## config.mk

```make
export PLATFORM = sky130hd
export DESIGN_NAME = uart_interrupt_status_regs
export DESIGN_NICKNAME = d
export VERILOG_FILES = /design/src/pkg/uart_regs_pkg.sv /design/src/rtl/rx_fill_tracker.sv /design/src/rtl/uart_interrupt_status_regs.sv
export VERILOG_INCLUDE_DIRS = /design/src /design/src/pkg
export SDC_FILE = /design/constraint.sdc
export NUM_CORES = 1
export LEC_CHECK = 0
export ABC_CLOCK_PERIOD_IN_PS = 4600
export BUFFER_PORTS_ARGS = -buffer_cell sky130_fd_sc_hd__buf_2
export CORE_AREA = 2 2 168 170
export CTS_BUF_LIST = sky130_fd_sc_hd__clkbuf_8
export DETAILED_ROUTE_END_ITERATION = 8
export DIE_AREA = 0 0 170 172
export PLACE_DENSITY = 0.52
export SLEW_MARGIN = 30
export SYNTH_ARGS = -nofsm -noshare
export SYNTH_HDL_FRONTEND = slang
export SYNTH_SLANG_ARGS = --single-unit
```

## constraint.sdc

```tcl
create_clock -name ref_clk -period 4.6 [get_ports ref_clk]
set_clock_uncertainty 0.15 [all_clocks]
set_input_delay 0 -clock ref_clk [delete_from_list [all_inputs] [get_ports ref_clk]]
set_output_delay 0 -clock ref_clk [all_outputs]
set_load 0.05 [all_outputs]
```

## src/pkg/uart_regs_cfg.svh

```systemverilog
// Address map, field positions, reset values and codes of the UART register block
`ifndef UART_REGS_CFG_SVH
`define UART_REGS_CFG_SVH

`define RST_BYTE 8'h00
`define LCR_ENH_KEY 8'hBF
`define LCR_DLAB_BIT 7
`define EFR_ENH_BIT 4
`define FEATURE_CONTROL_SWAP_BIT 6
`define FEATURE_CONTROL_MODE_BIT 7
`define FEATURE_CONTROL_TTAB_HI 5
`define FEATURE_CONTROL_TTAB_LO 4
`define FEATURE_CONTROL_TTAB_PROG 2'h3

`define A_DATA 3'h0
`define A_IER 3'h1
`define A_ISR 3'h2
`define A_LCR 3'h3
`define A_MCR 3'h4
`define A_LSR 3'h5
`define A_MSR 3'h6
`define A_SPR 3'h7
`define A_TRG 3'h0
`define A_FEATURE_CONTROL 3'h1
`define A_EFR 3'h2
`define A_RESUME_CHAR_ONE 3'h4
`define A_RESUME_CHAR_TWO 3'h5
`define A_PAUSE_CHAR_ONE 3'h6
`define A_PAUSE_CHAR_TWO 3'h7

`define FCR_EN_BIT 0
`define FCR_RXRST_BIT 1
`define FCR_TXRST_BIT 2
`define FCR_TXT_HI 5
`define FCR_TXT_LO 4
`define FCR_RXT_HI 7
`define FCR_RXT_LO 6

`define IER_RXDATA 0
`define IER_TXEMPTY 1
`define IER_LINE 2
`define IER_MODEM 3
`define IER_XOFF 5
`define IER_RTS 6
`define IER_CTS 7
`define IER_ENH_MASK 8'hF0
`define MCR_ENH_MASK 8'hE0

`define RX_DEPTH 7'h40
`define RX_ONE 7'h01
`define CNT_ZERO 7'h00
`define TRIG_0 7'h08
`define TRIG_1 7'h10
`define TRIG_2 7'h38
`define TRIG_3 7'h3C

`define ISR_NONE 8'h01
`define ISR_LINE 8'h06
`define ISR_RXDATA 8'h04
`define ISR_TXRDY 8'h02
`define ISR_MODEM 8'h00
`define ISR_XOFF 8'h10
`define ISR_FLOW 8'h20
`define ISR_FIFO_ON 2'h3
`define ISR_FIFO_OFF 2'h0

// Arbitrary identity values, neutral on purpose
`define REVISION_CODE 8'h01
`define DEVICE_CODE 8'h5C

`endif

```

## src/pkg/uart_regs_pkg.sv

```systemverilog
// Types shared by the UART register block
package uart_regs_pkg;
	typedef logic [7:0] byte_t;
	typedef logic [6:0] level_t;
	typedef enum logic [1:0] {
		BANK_NORMAL = 2'b00,
		BANK_DIVISOR = 2'b01,
		BANK_ENHANCED = 2'b10
	} bank_t;
endpackage : uart_regs_pkg

```

## src/rtl/rx_fill_tracker.sv

```systemverilog
// Receive FIFO fill and error-character counters
`timescale 1ns/1ns
`include "uart_regs_cfg.svh"

module rx_fill_tracker (
	input wire logic ref_clk,
	input wire logic rst,
	input wire logic clear,
	input wire logic push,
	input wire logic push_err,
	input wire logic pop,
	input wire logic pop_err,
	input wire uart_regs_pkg::level_t capacity,
	output uart_regs_pkg::level_t count_q,
	output uart_regs_pkg::level_t err_count_q,
	output logic overrun
);
	uart_regs_pkg::level_t count_d;
	uart_regs_pkg::level_t err_count_d;
	logic take;

	always_comb begin
		// A pop frees room in the same cycle, so push plus pop at full is no overrun
		take = push && (count_q < capacity || pop);
		overrun = push && !take;
		count_d = count_q;
		err_count_d = err_count_q;
		if (clear) begin
			count_d = `CNT_ZERO;
			err_count_d = `CNT_ZERO;
		end else begin
			count_d = count_q + (take ? `RX_ONE : `CNT_ZERO) - (pop ? `RX_ONE : `CNT_ZERO);
			err_count_d = err_count_q + ((take && push_err) ? `RX_ONE : `CNT_ZERO)
				- ((pop && pop_err && err_count_q != `CNT_ZERO) ? `RX_ONE : `CNT_ZERO);
		end
	end

	always_ff @(posedge ref_clk) begin
		if (rst) begin
			count_q <= `CNT_ZERO;
			err_count_q <= `CNT_ZERO;
		end else begin
			count_q <= count_d;
			err_count_q <= err_count_d;
		end
	end
endmodule : rx_fill_tracker

```

## src/rtl/uart_interrupt_status_regs.sv

```systemverilog
// Host register map, interrupt masking and line status of one UART channel
// Overview of operation
// - Mask register gates rx data, tx empty, line and modem interrupts into source register.
// - Upper mask, source, fifo-control and modem-control bits act only with enhanced bit set.
// - FIFO mode with rx interrupt enabled: interrupt once fill reaches trigger level.
// - Rx data source code and interrupt drop when fill falls below trigger level.
// - Line status bit 0 sets when a character enters the FIFO, clears when empty.
// - Line status bit 1 flags a receive overrun.
// - Line status bits 2 to 4 give errors of the character at the holding register.
// - Line status bit 5 shows holding register empty, bit 6 FIFO and shifter empty.
// - Line status bit 7 sets while any FIFO character carries an error.
// - Divisor latch bit remaps addresses 0 and 1 to divisor low and high bytes.
// - Source bits 7 and 6 read one with FIFOs on, zero with FIFOs off.
// - Without FIFOs, rx data interrupt rises whenever the holding register has data.
`timescale 1ns/1ns
`include "uart_regs_cfg.svh"

module uart_interrupt_status_regs (
	input wire logic ref_clk,
	input wire logic rst,
	input wire logic [2:0] addr,
	input wire logic wr_strobe,
	input wire logic rd_strobe,
	input wire logic [7:0] wr_data,
	output logic [7:0] rd_data,
	input wire logic [7:0] rx_char,
	input wire logic rx_push,
	input wire logic rx_push_err,
	input wire logic rx_head_parity_err,
	input wire logic rx_head_framing_err,
	input wire logic rx_head_break,
	input wire logic thr_empty,
	input wire logic tx_all_empty,
	input wire logic [6:0] tx_level,
	input wire logic [7:0] msr_value,
	input wire logic msr_delta,
	input wire logic xoff_detected,
	input wire logic flow_change,
	output logic irq,
	output logic thr_write,
	output logic [7:0] thr_data,
	output logic rhr_read,
	output logic rx_fifo_reset,
	output logic tx_fifo_reset,
	output logic fifo_enable,
	output logic [1:0] tx_trigger_sel,
	output logic [15:0] divisor,
	output logic [7:0] line_control,
	output logic [7:0] modem_control,
	output logic [7:0] enhanced_function,
	output logic [7:0] feature_control,
	output logic [7:0] mode_select,
	output logic [7:0] fifo_trigger_level,
	output logic [7:0] resume_char_one,
	output logic [7:0] resume_char_two,
	output logic [7:0] pause_char_one,
	output logic [7:0] pause_char_two
);
	// Arbitrary identity values, neutral on purpose
	localparam uart_regs_pkg::byte_t REV_ID = `REVISION_CODE;
	localparam uart_regs_pkg::byte_t DEV_ID = `DEVICE_CODE;

	uart_regs_pkg::byte_t lcr_q, lcr_d, ier_q, ier_d, mcr_q, mcr_d, spr_q, spr_d;
	uart_regs_pkg::byte_t dll_q, dll_d, dlm_q, dlm_d, trg_q, trg_d, feature_control_q, feature_control_d;
	uart_regs_pkg::byte_t efr_q, efr_d, emsr_q, emsr_d;
	uart_regs_pkg::byte_t resume_char_one_q, resume_char_one_d, resume_char_two_q, resume_char_two_d, pause_char_one_q, pause_char_one_d, pause_char_two_q, pause_char_two_d;
	uart_regs_pkg::byte_t rd_data_q, rd_data_d, thr_data_q, thr_data_d, mcr_eff_q, mcr_eff_d;
	logic fifo_en_q, fifo_en_d;
	logic [1:0] rx_tsel_q, rx_tsel_d, tx_tsel_q, tx_tsel_d;
	logic thr_wr_q, thr_wr_d, rhr_rd_q, rhr_rd_d, rx_rst_q, rx_rst_d, tx_rst_q, tx_rst_d;
	logic ovr_q, ovr_d, tx_int_q, tx_int_d, thr_empty_prev_q, irq_q, irq_d;

	uart_regs_pkg::bank_t bank;
	uart_regs_pkg::byte_t ier_eff, isr_code, isr_value, lsr_value, read_mux;
	uart_regs_pkg::level_t rx_count, rx_err_count, rx_trigger, rx_capacity;
	logic enh, rd_ok, wr_ok, rx_pop, rx_overrun, head_err, rx_data_pend;
	logic line_pend, tx_pend, modem_pend, xoff_pend, flow_pend, dlab_id;

	function automatic uart_regs_pkg::level_t trig_of(input logic [1:0] sel);
		case (sel)
			2'h0: trig_of = `TRIG_0;
			2'h1: trig_of = `TRIG_1;
			2'h2: trig_of = `TRIG_2;
			default: trig_of = `TRIG_3;
		endcase
	endfunction : trig_of

	rx_fill_tracker u_rx_fill (
		.ref_clk(ref_clk),
		.rst(rst),
		.clear(rx_rst_q),
		.push(rx_push),
		.push_err(rx_push_err),
		.pop(rx_pop),
		.pop_err(head_err),
		.capacity(rx_capacity),
		.count_q(rx_count),
		.err_count_q(rx_err_count),
		.overrun(rx_overrun)
	);

	// Decode, status words and interrupt sources
	always_comb begin
		enh = efr_q[`EFR_ENH_BIT];
		if (lcr_q == `LCR_ENH_KEY)
			bank = uart_regs_pkg::BANK_ENHANCED;
		else if (lcr_q[`LCR_DLAB_BIT] && addr <= `A_IER)
			bank = uart_regs_pkg::BANK_DIVISOR;
		else
			bank = uart_regs_pkg::BANK_NORMAL;
		rd_ok = rd_strobe && !wr_strobe;
		wr_ok = wr_strobe;
		// Non-FIFO mode behaves as a one-deep holding register
		rx_capacity = fifo_en_q ? `RX_DEPTH : `RX_ONE;
		rx_pop = rd_ok && bank == uart_regs_pkg::BANK_NORMAL && addr == `A_DATA
			&& rx_count != `CNT_ZERO;
		head_err = rx_head_parity_err || rx_head_framing_err || rx_head_break;
		ier_eff = ier_q & (enh ? 8'hFF : ~`IER_ENH_MASK);
		rx_trigger = (feature_control_q[`FEATURE_CONTROL_TTAB_HI:`FEATURE_CONTROL_TTAB_LO] == `FEATURE_CONTROL_TTAB_PROG)
			? trg_q[6:0] : trig_of(rx_tsel_q);
		lsr_value = {
			rx_err_count != `CNT_ZERO,
			tx_all_empty,
			thr_empty,
			rx_count != `CNT_ZERO && rx_head_break,
			rx_count != `CNT_ZERO && rx_head_framing_err,
			rx_count != `CNT_ZERO && rx_head_parity_err,
			ovr_q,
			rx_count != `CNT_ZERO
		};
		line_pend = ier_eff[`IER_LINE] && (|lsr_value[4:1]);
		if (fifo_en_q)
			rx_data_pend = ier_eff[`IER_RXDATA] && rx_count >= rx_trigger;
		else
			rx_data_pend = ier_eff[`IER_RXDATA] && rx_count != `CNT_ZERO;
		tx_pend = ier_eff[`IER_TXEMPTY] && tx_int_q;
		modem_pend = ier_eff[`IER_MODEM] && msr_delta;
		xoff_pend = ier_eff[`IER_XOFF] && xoff_detected;
		flow_pend = (ier_eff[`IER_RTS] || ier_eff[`IER_CTS]) && flow_change;
		if (line_pend)
			isr_code = `ISR_LINE;
		else if (rx_data_pend)
			isr_code = `ISR_RXDATA;
		else if (tx_pend)
			isr_code = `ISR_TXRDY;
		else if (modem_pend)
			isr_code = `ISR_MODEM;
		else if (xoff_pend)
			isr_code = `ISR_XOFF;
		else if (flow_pend)
			isr_code = `ISR_FLOW;
		else
			isr_code = `ISR_NONE;
		isr_value = {fifo_en_q ? `ISR_FIFO_ON : `ISR_FIFO_OFF, isr_code[5:0]};
		dlab_id = dll_q == `RST_BYTE && dlm_q == `RST_BYTE;
		read_mux = `RST_BYTE;
		case (bank)
			uart_regs_pkg::BANK_DIVISOR: begin
				if (addr == `A_DATA)
					read_mux = dlab_id ? REV_ID : dll_q;
				else
					read_mux = dlab_id ? DEV_ID : dlm_q;
			end
			uart_regs_pkg::BANK_ENHANCED: begin
				case (addr)
					`A_TRG: read_mux = {1'b0, feature_control_q[`FEATURE_CONTROL_MODE_BIT] ? tx_level : rx_count};
					`A_FEATURE_CONTROL: read_mux = feature_control_q;
					`A_EFR: read_mux = efr_q;
					`A_LCR: read_mux = lcr_q;
					`A_RESUME_CHAR_ONE: read_mux = resume_char_one_q;
					`A_RESUME_CHAR_TWO: read_mux = resume_char_two_q;
					`A_PAUSE_CHAR_ONE: read_mux = pause_char_one_q;
					`A_PAUSE_CHAR_TWO: read_mux = pause_char_two_q;
					default: read_mux = `RST_BYTE;
				endcase
			end
			default: begin
				case (addr)
					`A_DATA: read_mux = rx_char;
					`A_IER: read_mux = ier_eff;
					`A_ISR: read_mux = isr_value;
					`A_LCR: read_mux = lcr_q;
					`A_MCR: read_mux = mcr_eff_q;
					`A_LSR: read_mux = lsr_value;
					`A_MSR: read_mux = msr_value;
					`A_SPR: read_mux = feature_control_q[`FEATURE_CONTROL_SWAP_BIT] ? {1'b0, rx_count} : spr_q;
					default: read_mux = `RST_BYTE;
				endcase
			end
		endcase
	end

	// Host-written registers and access pulses
	always_comb begin
		lcr_d = lcr_q;
		ier_d = ier_q;
		mcr_d = mcr_q;
		spr_d = spr_q;
		dll_d = dll_q;
		dlm_d = dlm_q;
		trg_d = trg_q;
		feature_control_d = feature_control_q;
		efr_d = efr_q;
		emsr_d = emsr_q;
		resume_char_one_d = resume_char_one_q;
		resume_char_two_d = resume_char_two_q;
		pause_char_one_d = pause_char_one_q;
		pause_char_two_d = pause_char_two_q;
		fifo_en_d = fifo_en_q;
		rx_tsel_d = rx_tsel_q;
		tx_tsel_d = tx_tsel_q;
		thr_data_d = thr_data_q;
		thr_wr_d = 1'b0;
		rx_rst_d = 1'b0;
		tx_rst_d = 1'b0;
		rhr_rd_d = rx_pop;
		rd_data_d = rd_ok ? read_mux : rd_data_q;
		if (wr_ok) begin
			case (bank)
				uart_regs_pkg::BANK_DIVISOR: begin
					if (addr == `A_DATA)
						dll_d = wr_data;
					else
						dlm_d = wr_data;
				end
				uart_regs_pkg::BANK_ENHANCED: begin
					case (addr)
						`A_TRG: trg_d = wr_data;
						`A_FEATURE_CONTROL: feature_control_d = wr_data;
						`A_EFR: efr_d = wr_data;
						`A_LCR: lcr_d = wr_data;
						`A_RESUME_CHAR_ONE: resume_char_one_d = wr_data;
						`A_RESUME_CHAR_TWO: resume_char_two_d = wr_data;
						`A_PAUSE_CHAR_ONE: pause_char_one_d = wr_data;
						`A_PAUSE_CHAR_TWO: pause_char_two_d = wr_data;
						default: lcr_d = lcr_q;
					endcase
				end
				default: begin
					case (addr)
						`A_DATA: begin
							thr_data_d = wr_data;
							thr_wr_d = 1'b1;
						end
						`A_IER: ier_d = wr_data;
						`A_ISR: begin
							fifo_en_d = wr_data[`FCR_EN_BIT];
							if (wr_data[`FCR_EN_BIT]) begin
								rx_rst_d = wr_data[`FCR_RXRST_BIT];
								tx_rst_d = wr_data[`FCR_TXRST_BIT];
								rx_tsel_d = wr_data[`FCR_RXT_HI:`FCR_RXT_LO];
								if (enh)
									tx_tsel_d = wr_data[`FCR_TXT_HI:`FCR_TXT_LO];
							end
						end
						`A_LCR: lcr_d = wr_data;
						`A_MCR: mcr_d = wr_data;
						`A_SPR: begin
							if (feature_control_q[`FEATURE_CONTROL_SWAP_BIT])
								emsr_d = wr_data;
							else
								spr_d = wr_data;
						end
						default: lcr_d = lcr_q;
					endcase
				end
			endcase
		end
	end

	// Sticky status, transmit-ready latch and interrupt line
	always_comb begin
		ovr_d = ovr_q;
		// Reading line status clears overrun, but a new overrun in that cycle wins
		if (rd_ok && bank == uart_regs_pkg::BANK_NORMAL && addr == `A_LSR)
			ovr_d = 1'b0;
		if (rx_overrun)
			ovr_d = 1'b1;
		tx_int_d = tx_int_q;
		if ((rd_ok && bank == uart_regs_pkg::BANK_NORMAL && addr == `A_ISR
			&& isr_code == `ISR_TXRDY) || thr_wr_d)
			tx_int_d = 1'b0;
		// Enabling the source while already empty raises it too
		if ((thr_empty && !thr_empty_prev_q)
			|| (thr_empty && wr_ok && bank == uart_regs_pkg::BANK_NORMAL && addr == `A_IER
			&& wr_data[`IER_TXEMPTY] && !ier_q[`IER_TXEMPTY]))
			tx_int_d = 1'b1;
		irq_d = isr_code != `ISR_NONE;
		mcr_eff_d = mcr_q & (enh ? 8'hFF : ~`MCR_ENH_MASK);
	end

	always_ff @(posedge ref_clk) begin
		if (rst) begin
			lcr_q <= `RST_BYTE;
			ier_q <= `RST_BYTE;
			mcr_q <= `RST_BYTE;
			spr_q <= `RST_BYTE;
			dll_q <= `RST_BYTE;
			dlm_q <= `RST_BYTE;
			trg_q <= `RST_BYTE;
			feature_control_q <= `RST_BYTE;
			efr_q <= `RST_BYTE;
			emsr_q <= `RST_BYTE;
			resume_char_one_q <= `RST_BYTE;
			resume_char_two_q <= `RST_BYTE;
			pause_char_one_q <= `RST_BYTE;
			pause_char_two_q <= `RST_BYTE;
			rd_data_q <= `RST_BYTE;
			thr_data_q <= `RST_BYTE;
			mcr_eff_q <= `RST_BYTE;
			fifo_en_q <= 1'b0;
			rx_tsel_q <= 2'h0;
			tx_tsel_q <= 2'h0;
			thr_wr_q <= 1'b0;
			rhr_rd_q <= 1'b0;
			rx_rst_q <= 1'b0;
			tx_rst_q <= 1'b0;
			ovr_q <= 1'b0;
			tx_int_q <= 1'b0;
			thr_empty_prev_q <= 1'b0;
			irq_q <= 1'b0;
		end else begin
			lcr_q <= lcr_d;
			ier_q <= ier_d;
			mcr_q <= mcr_d;
			spr_q <= spr_d;
			dll_q <= dll_d;
			dlm_q <= dlm_d;
			trg_q <= trg_d;
			feature_control_q <= feature_control_d;
			efr_q <= efr_d;
			emsr_q <= emsr_d;
			resume_char_one_q <= resume_char_one_d;
			resume_char_two_q <= resume_char_two_d;
			pause_char_one_q <= pause_char_one_d;
			pause_char_two_q <= pause_char_two_d;
			rd_data_q <= rd_data_d;
			thr_data_q <= thr_data_d;
			mcr_eff_q <= mcr_eff_d;
			fifo_en_q <= fifo_en_d;
			rx_tsel_q <= rx_tsel_d;
			tx_tsel_q <= tx_tsel_d;
			thr_wr_q <= thr_wr_d;
			rhr_rd_q <= rhr_rd_d;
			rx_rst_q <= rx_rst_d;
			tx_rst_q <= tx_rst_d;
			ovr_q <= ovr_d;
			tx_int_q <= tx_int_d;
			thr_empty_prev_q <= thr_empty;
			irq_q <= irq_d;
		end
	end

	assign rd_data = rd_data_q;
	assign irq = irq_q;
	assign thr_write = thr_wr_q;
	assign thr_data = thr_data_q;
	assign rhr_read = rhr_rd_q;
	assign rx_fifo_reset = rx_rst_q;
	assign tx_fifo_reset = tx_rst_q;
	assign fifo_enable = fifo_en_q;
	assign tx_trigger_sel = tx_tsel_q;
	assign divisor = {dlm_q, dll_q};
	assign line_control = lcr_q;
	assign modem_control = mcr_eff_q;
	assign enhanced_function = efr_q;
	assign feature_control = feature_control_q;
	assign mode_select = emsr_q;
	assign fifo_trigger_level = trg_q;
	assign resume_char_one = resume_char_one_q;
	assign resume_char_two = resume_char_two_q;
	assign pause_char_one = pause_char_one_q;
	assign pause_char_two = pause_char_two_q;
endmodule : uart_interrupt_status_regs

```

==> out/metrics.yaml <==
clock_tree:
  clk_latency_ps: 460
  cts_setup_buffers: 0
  root_buffer: "clkbuf_8"
  cts_made_buffers: 17
  clkTransAtPathRegs_ps: 100
  cts_resized: 0
  clk_path_buf_depth: 2
  cts_tree: "done"
  hold_buffers: 30
  htree_num_levels: 4
  cts.sinks: 163
global_route:
  grt_use_total_pct: 21.7
  grt-ovfl-total: 0
  grt_max_degree: 69
  grt_pass1_vias: 7346
  antenna_found_initial: 0
  grt_pass1_wl_microns: 46600
status:
  status: "finished, final reports clean"
layout:
  layout-drive-gt1-share_pct: 21.0
  final_nets: 1186
  fill_cells: 2861
  area_growth_syn_to_layout_pct: 21.5
  num_antenna_cells: 0
  final_cell_mix: "166 x buf_2, 163 x dfxtp_1, 125 x nor2_1, 109 x mux2i_1, 100 x nand2_1"
  final_common_cell: "buf_2"
floorplan:
  die_x_microns: 170
  fp.dieH_microns: 172
  initial_core_util_pct: 29.6
  coreArea_sq_mm: 0.0275
  pin_count: 168
  fp.dieArea_sq_mm: 0.0292
  num_rows: 61
routing:
  drt_wl_total_microns: 31900
  via_per_inst: 5.28
  detail_route.iter0.violations: 714
  first_pass_iters: 7
  num_vias: 7738
  antenna_left: 0
  wire_per_inst_microns: 21.8
  drc: 0
synthesis:
  synth_top_cell_by_area: "dfxtp_1"
  post_synth.cell_area_avg_sq_um: 8.65
  synth_edf_count: 0
  synth.ff_latch_count: 163
  syn_inst: 941
  seq_area_frac_synth_pct: 40.1
  synth_adder_area_share_pct: 4.95
  synth.area.top_cells: "dfxtp_1 40%, mux2i_1 13%, nor2_1 5.8%, a21oi_1 4.6%, nand2_1 4.6%"
  synth-xor-area-share_pct: 0.861
  ys.flop_type: "dfxtp_1"
  synth_compound_area_share_pct: 14.4
  syn-num-nets: 1020
  async_reset_ff_share_pct: 0
  syn-cell-area_sq_mm: 0.00814
  synth_simple_gate_area_share_pct: 20.5
  synth_cell_types: 76
  synth_mux_area_share_pct: 14.6
  synth.top_cell.area_share_pct: 40.1
  synth_top_family_by_area: "simple AND/OR/NAND/NOR gates"
  yosysWarningCount: 0
timing:
  grt_setup_unrepaired: "no"
  fin_tns_setup_ps: 0
  tightest_slew_ps: 994
  fmax_ghz: 0.272
  hold_violations: 0
  period_share_pct: 80.0
  relSlewSlack_pct: 33.5
  fin_crit_ps: 3680
  setup_viol: 0
  drv_slew: 0
worst_hold_path:
  hold_class: "input pin to register"
  hold_start: "rd_strobe"
  hold_depth: 5
  hold_path_end: "rd_data[6]$_SDFFE_PP0P_"
critical_path:
  r2r-end: "rd_data[4]$_SDFFE_PP0P_"
  slowest_delay_ps: 570
  crit_type: "register to register"
  critPathSlowestCell: "dfxtp_1"
  arrival_ps: 3940
  reg2reg_from: "feature_control[4]$_SDFFE_PP0P_"
  worst-r2r-setup-slack_ps: 920
  crit_fanout: 8
  crit_path_start_kind: "register"
  reg2reg_depth: 10
  end_kind: "register"
  path_cells: "nand2_1 -> mux2i_1 -> ha_1 -> and3_4 -> a221o_1 -> a31oi_2 -> o21ai_2 -> or4b_4 -> a211oi_2 -> dlygate4sd3_1"
  crit_required_ps: 4860
power_and_ir_drop:
  p_sw_mw: 1.18
  p_leak_nw: 4.25
  power_density_mw_per_mm2: 346
  power_mw: 3.42
  p_sw_share_pct: 34.4
  power_frac_seq_pct: 44.9
  power.internal_mw: 2.24
  combPwrFrac_pct: 25.8
  ir_drop_mv: 0.174
  clkPwrFrac_pct: 29.3
run:
  max_cap_viol_count: 0
placement:
  gp_congestion: 0.913
  hpwl_microns: 22500
  port_buffers: 167
-- worst max path at each step --
stage	cells past startpoint	to	from	slack (ps)
2_1_floorplan	14	u_rx_fill.err_count_q[6]$_SDFF_PP0_	line_control[7]$_SDFFE_PP0P_	1110
3_3_place_gp	15	u_rx_fill.err_count_q[6]$_SDFF_PP0_	addr[2]	930
3_5_place_dp	15	u_rx_fill.err_count_q[6]$_SDFF_PP0_	addr[2]	920
4_1_cts	10	rd_data[4]$_SDFFE_PP0P_	feature_control[4]$_SDFFE_PP0P_	940
5_1_grt	16	u_rx_fill.err_count_q[6]$_SDFF_PP0_	u_rx_fill.count_q[3]$_SDFF_PP0_	700
6_report	10	rd_data[4]$_SDFFE_PP0P_	feature_control[4]$_SDFFE_PP0P_	920
-- area by class of cell --
class                           count  area (sq um)  area share, %
Sequential cell                   163          3260           33.0
Tap cell                          346           433           4.38
Timing Repair Buffer              207          1210           12.3
Clock inverter                     13          97.6          0.987
Inverter                           30           113           1.14
Clock buffer                       19           262           2.64
Multi-Input combinational cell    688          4510           45.6
-- power groups by stage --
stage	Clock, mW	Combinational, mW	Sequential (mW)
detailed placement	0	0.846	1.57
floorplan	0	0.594	1.58
global route	1.09	0.982	1.55
global placement	0	0.850	1.57
finish	1.00	0.883	1.54
CTS	1.03	0.879	1.54
-- Yosys cell counts, types with 3 or more instances --
| master | n |
|---|---|
| and3_1 | 8 |
| nor3b_1 | 4 |
| o2bb2ai_1 | 3 |
| and2_1 | 9 |
| nor3_4 | 3 |
| o211ai_1 | 9 |
| nand2_1 | 100 |
| mux2_2 | 3 |
| nor3_1 | 7 |
| o21ai_0 | 31 |
| nand3b_1 | 4 |
| inv_1 | 29 |
| o21bai_1 | 3 |
| xnor2_1 | 5 |
| nor2_1 | 125 |
| nand4_1 | 3 |
| or3_1 | 7 |
| nand2b_1 | 7 |
| clkbuf_1 | 34 |
| a21oi_1 | 75 |
| o22ai_1 | 3 |
| a22oi_1 | 3 |
| mux2i_1 | 109 |
| a221oi_1 | 12 |
| a211oi_1 | 3 |
| buf_2 | 23 |
| dfxtp_1 | 163 |
| or2_1 | 4 |
| xor2_1 | 3 |
| nor2b_1 | 17 |
| mux4_2 | 3 |
| nand3_1 | 31 |
| a31oi_1 | 3 |
| o221ai_1 | 6 |
| nor4_1 | 4 |
| ha_1 | 29 |
| o21ai_1 | 5 |
-- layer usage --
layer  track usage (%)  up-vias  routed length (microns)  share of wire, %
li1                  -     3633                        -                 -
met1              30.1     3756                    14700                46
met2              33.8      308                    14300                45
met3              4.51       41                     2230               7.0
met4              6.69        0                      718               2.3
met5                 0        -                        0                 0
-- worst max-delay path, delay by kind of cell, from the launching register on --
family,cells,cell delay [ps]
and+or+nand+nor,3,940
buffers and inverters,1,570
muxes,1,230
AOI/OAI and AO/OA,4,900
DFF,1,570
adders and majority gates,1,280
-- sequential cells by signal (all words and copies together) (netlist names), 8 cells and up --
register	flops
pause_char_one	8
spr_q	8
pause_char_two	8
mode_select	8
resume_char_two	8
ier_q	8
modem_control	8
feature_control	8
mcr_q	8
resume_char_one	8
rd_data	8
dll_q	8
dlm_q	8
fifo_trigger_level	8
thr_data	8
line_control	8
enhanced_function	8
-- through the flow --
| step | hold WS, ps | utilization (%) | instances | setup WS, ps | cell area (sq um) |
|---|---|---|---|---|---|
| floorplan | -21.8 | - | 941 | 1110 | 8140 |
| global placement | 140 | 33.6 | 1404 | 930 | 9230 |
| detailed placement | 147 | 33.6 | 1404 | 923 | 9230 |
| CTS | 14.7 | 36.0 | 1466 | 942 | 9890 |
| global route | 72.7 | 36.0 | 1466 | 698 | 9890 |
| finish | 61.9 | 36.0 | 1466 | 919 | 9890 |
-- cells by family after synthesis --
kind of cell,count (synthesis)
and+or+nand+nor,350
AOI/OAI and AO/OA,184
DFF,163
muxes,115
buffers and inverters,90
adders and majority gates,31
xor gates and xnor gates,8
(Power assumes the default switching activity.)
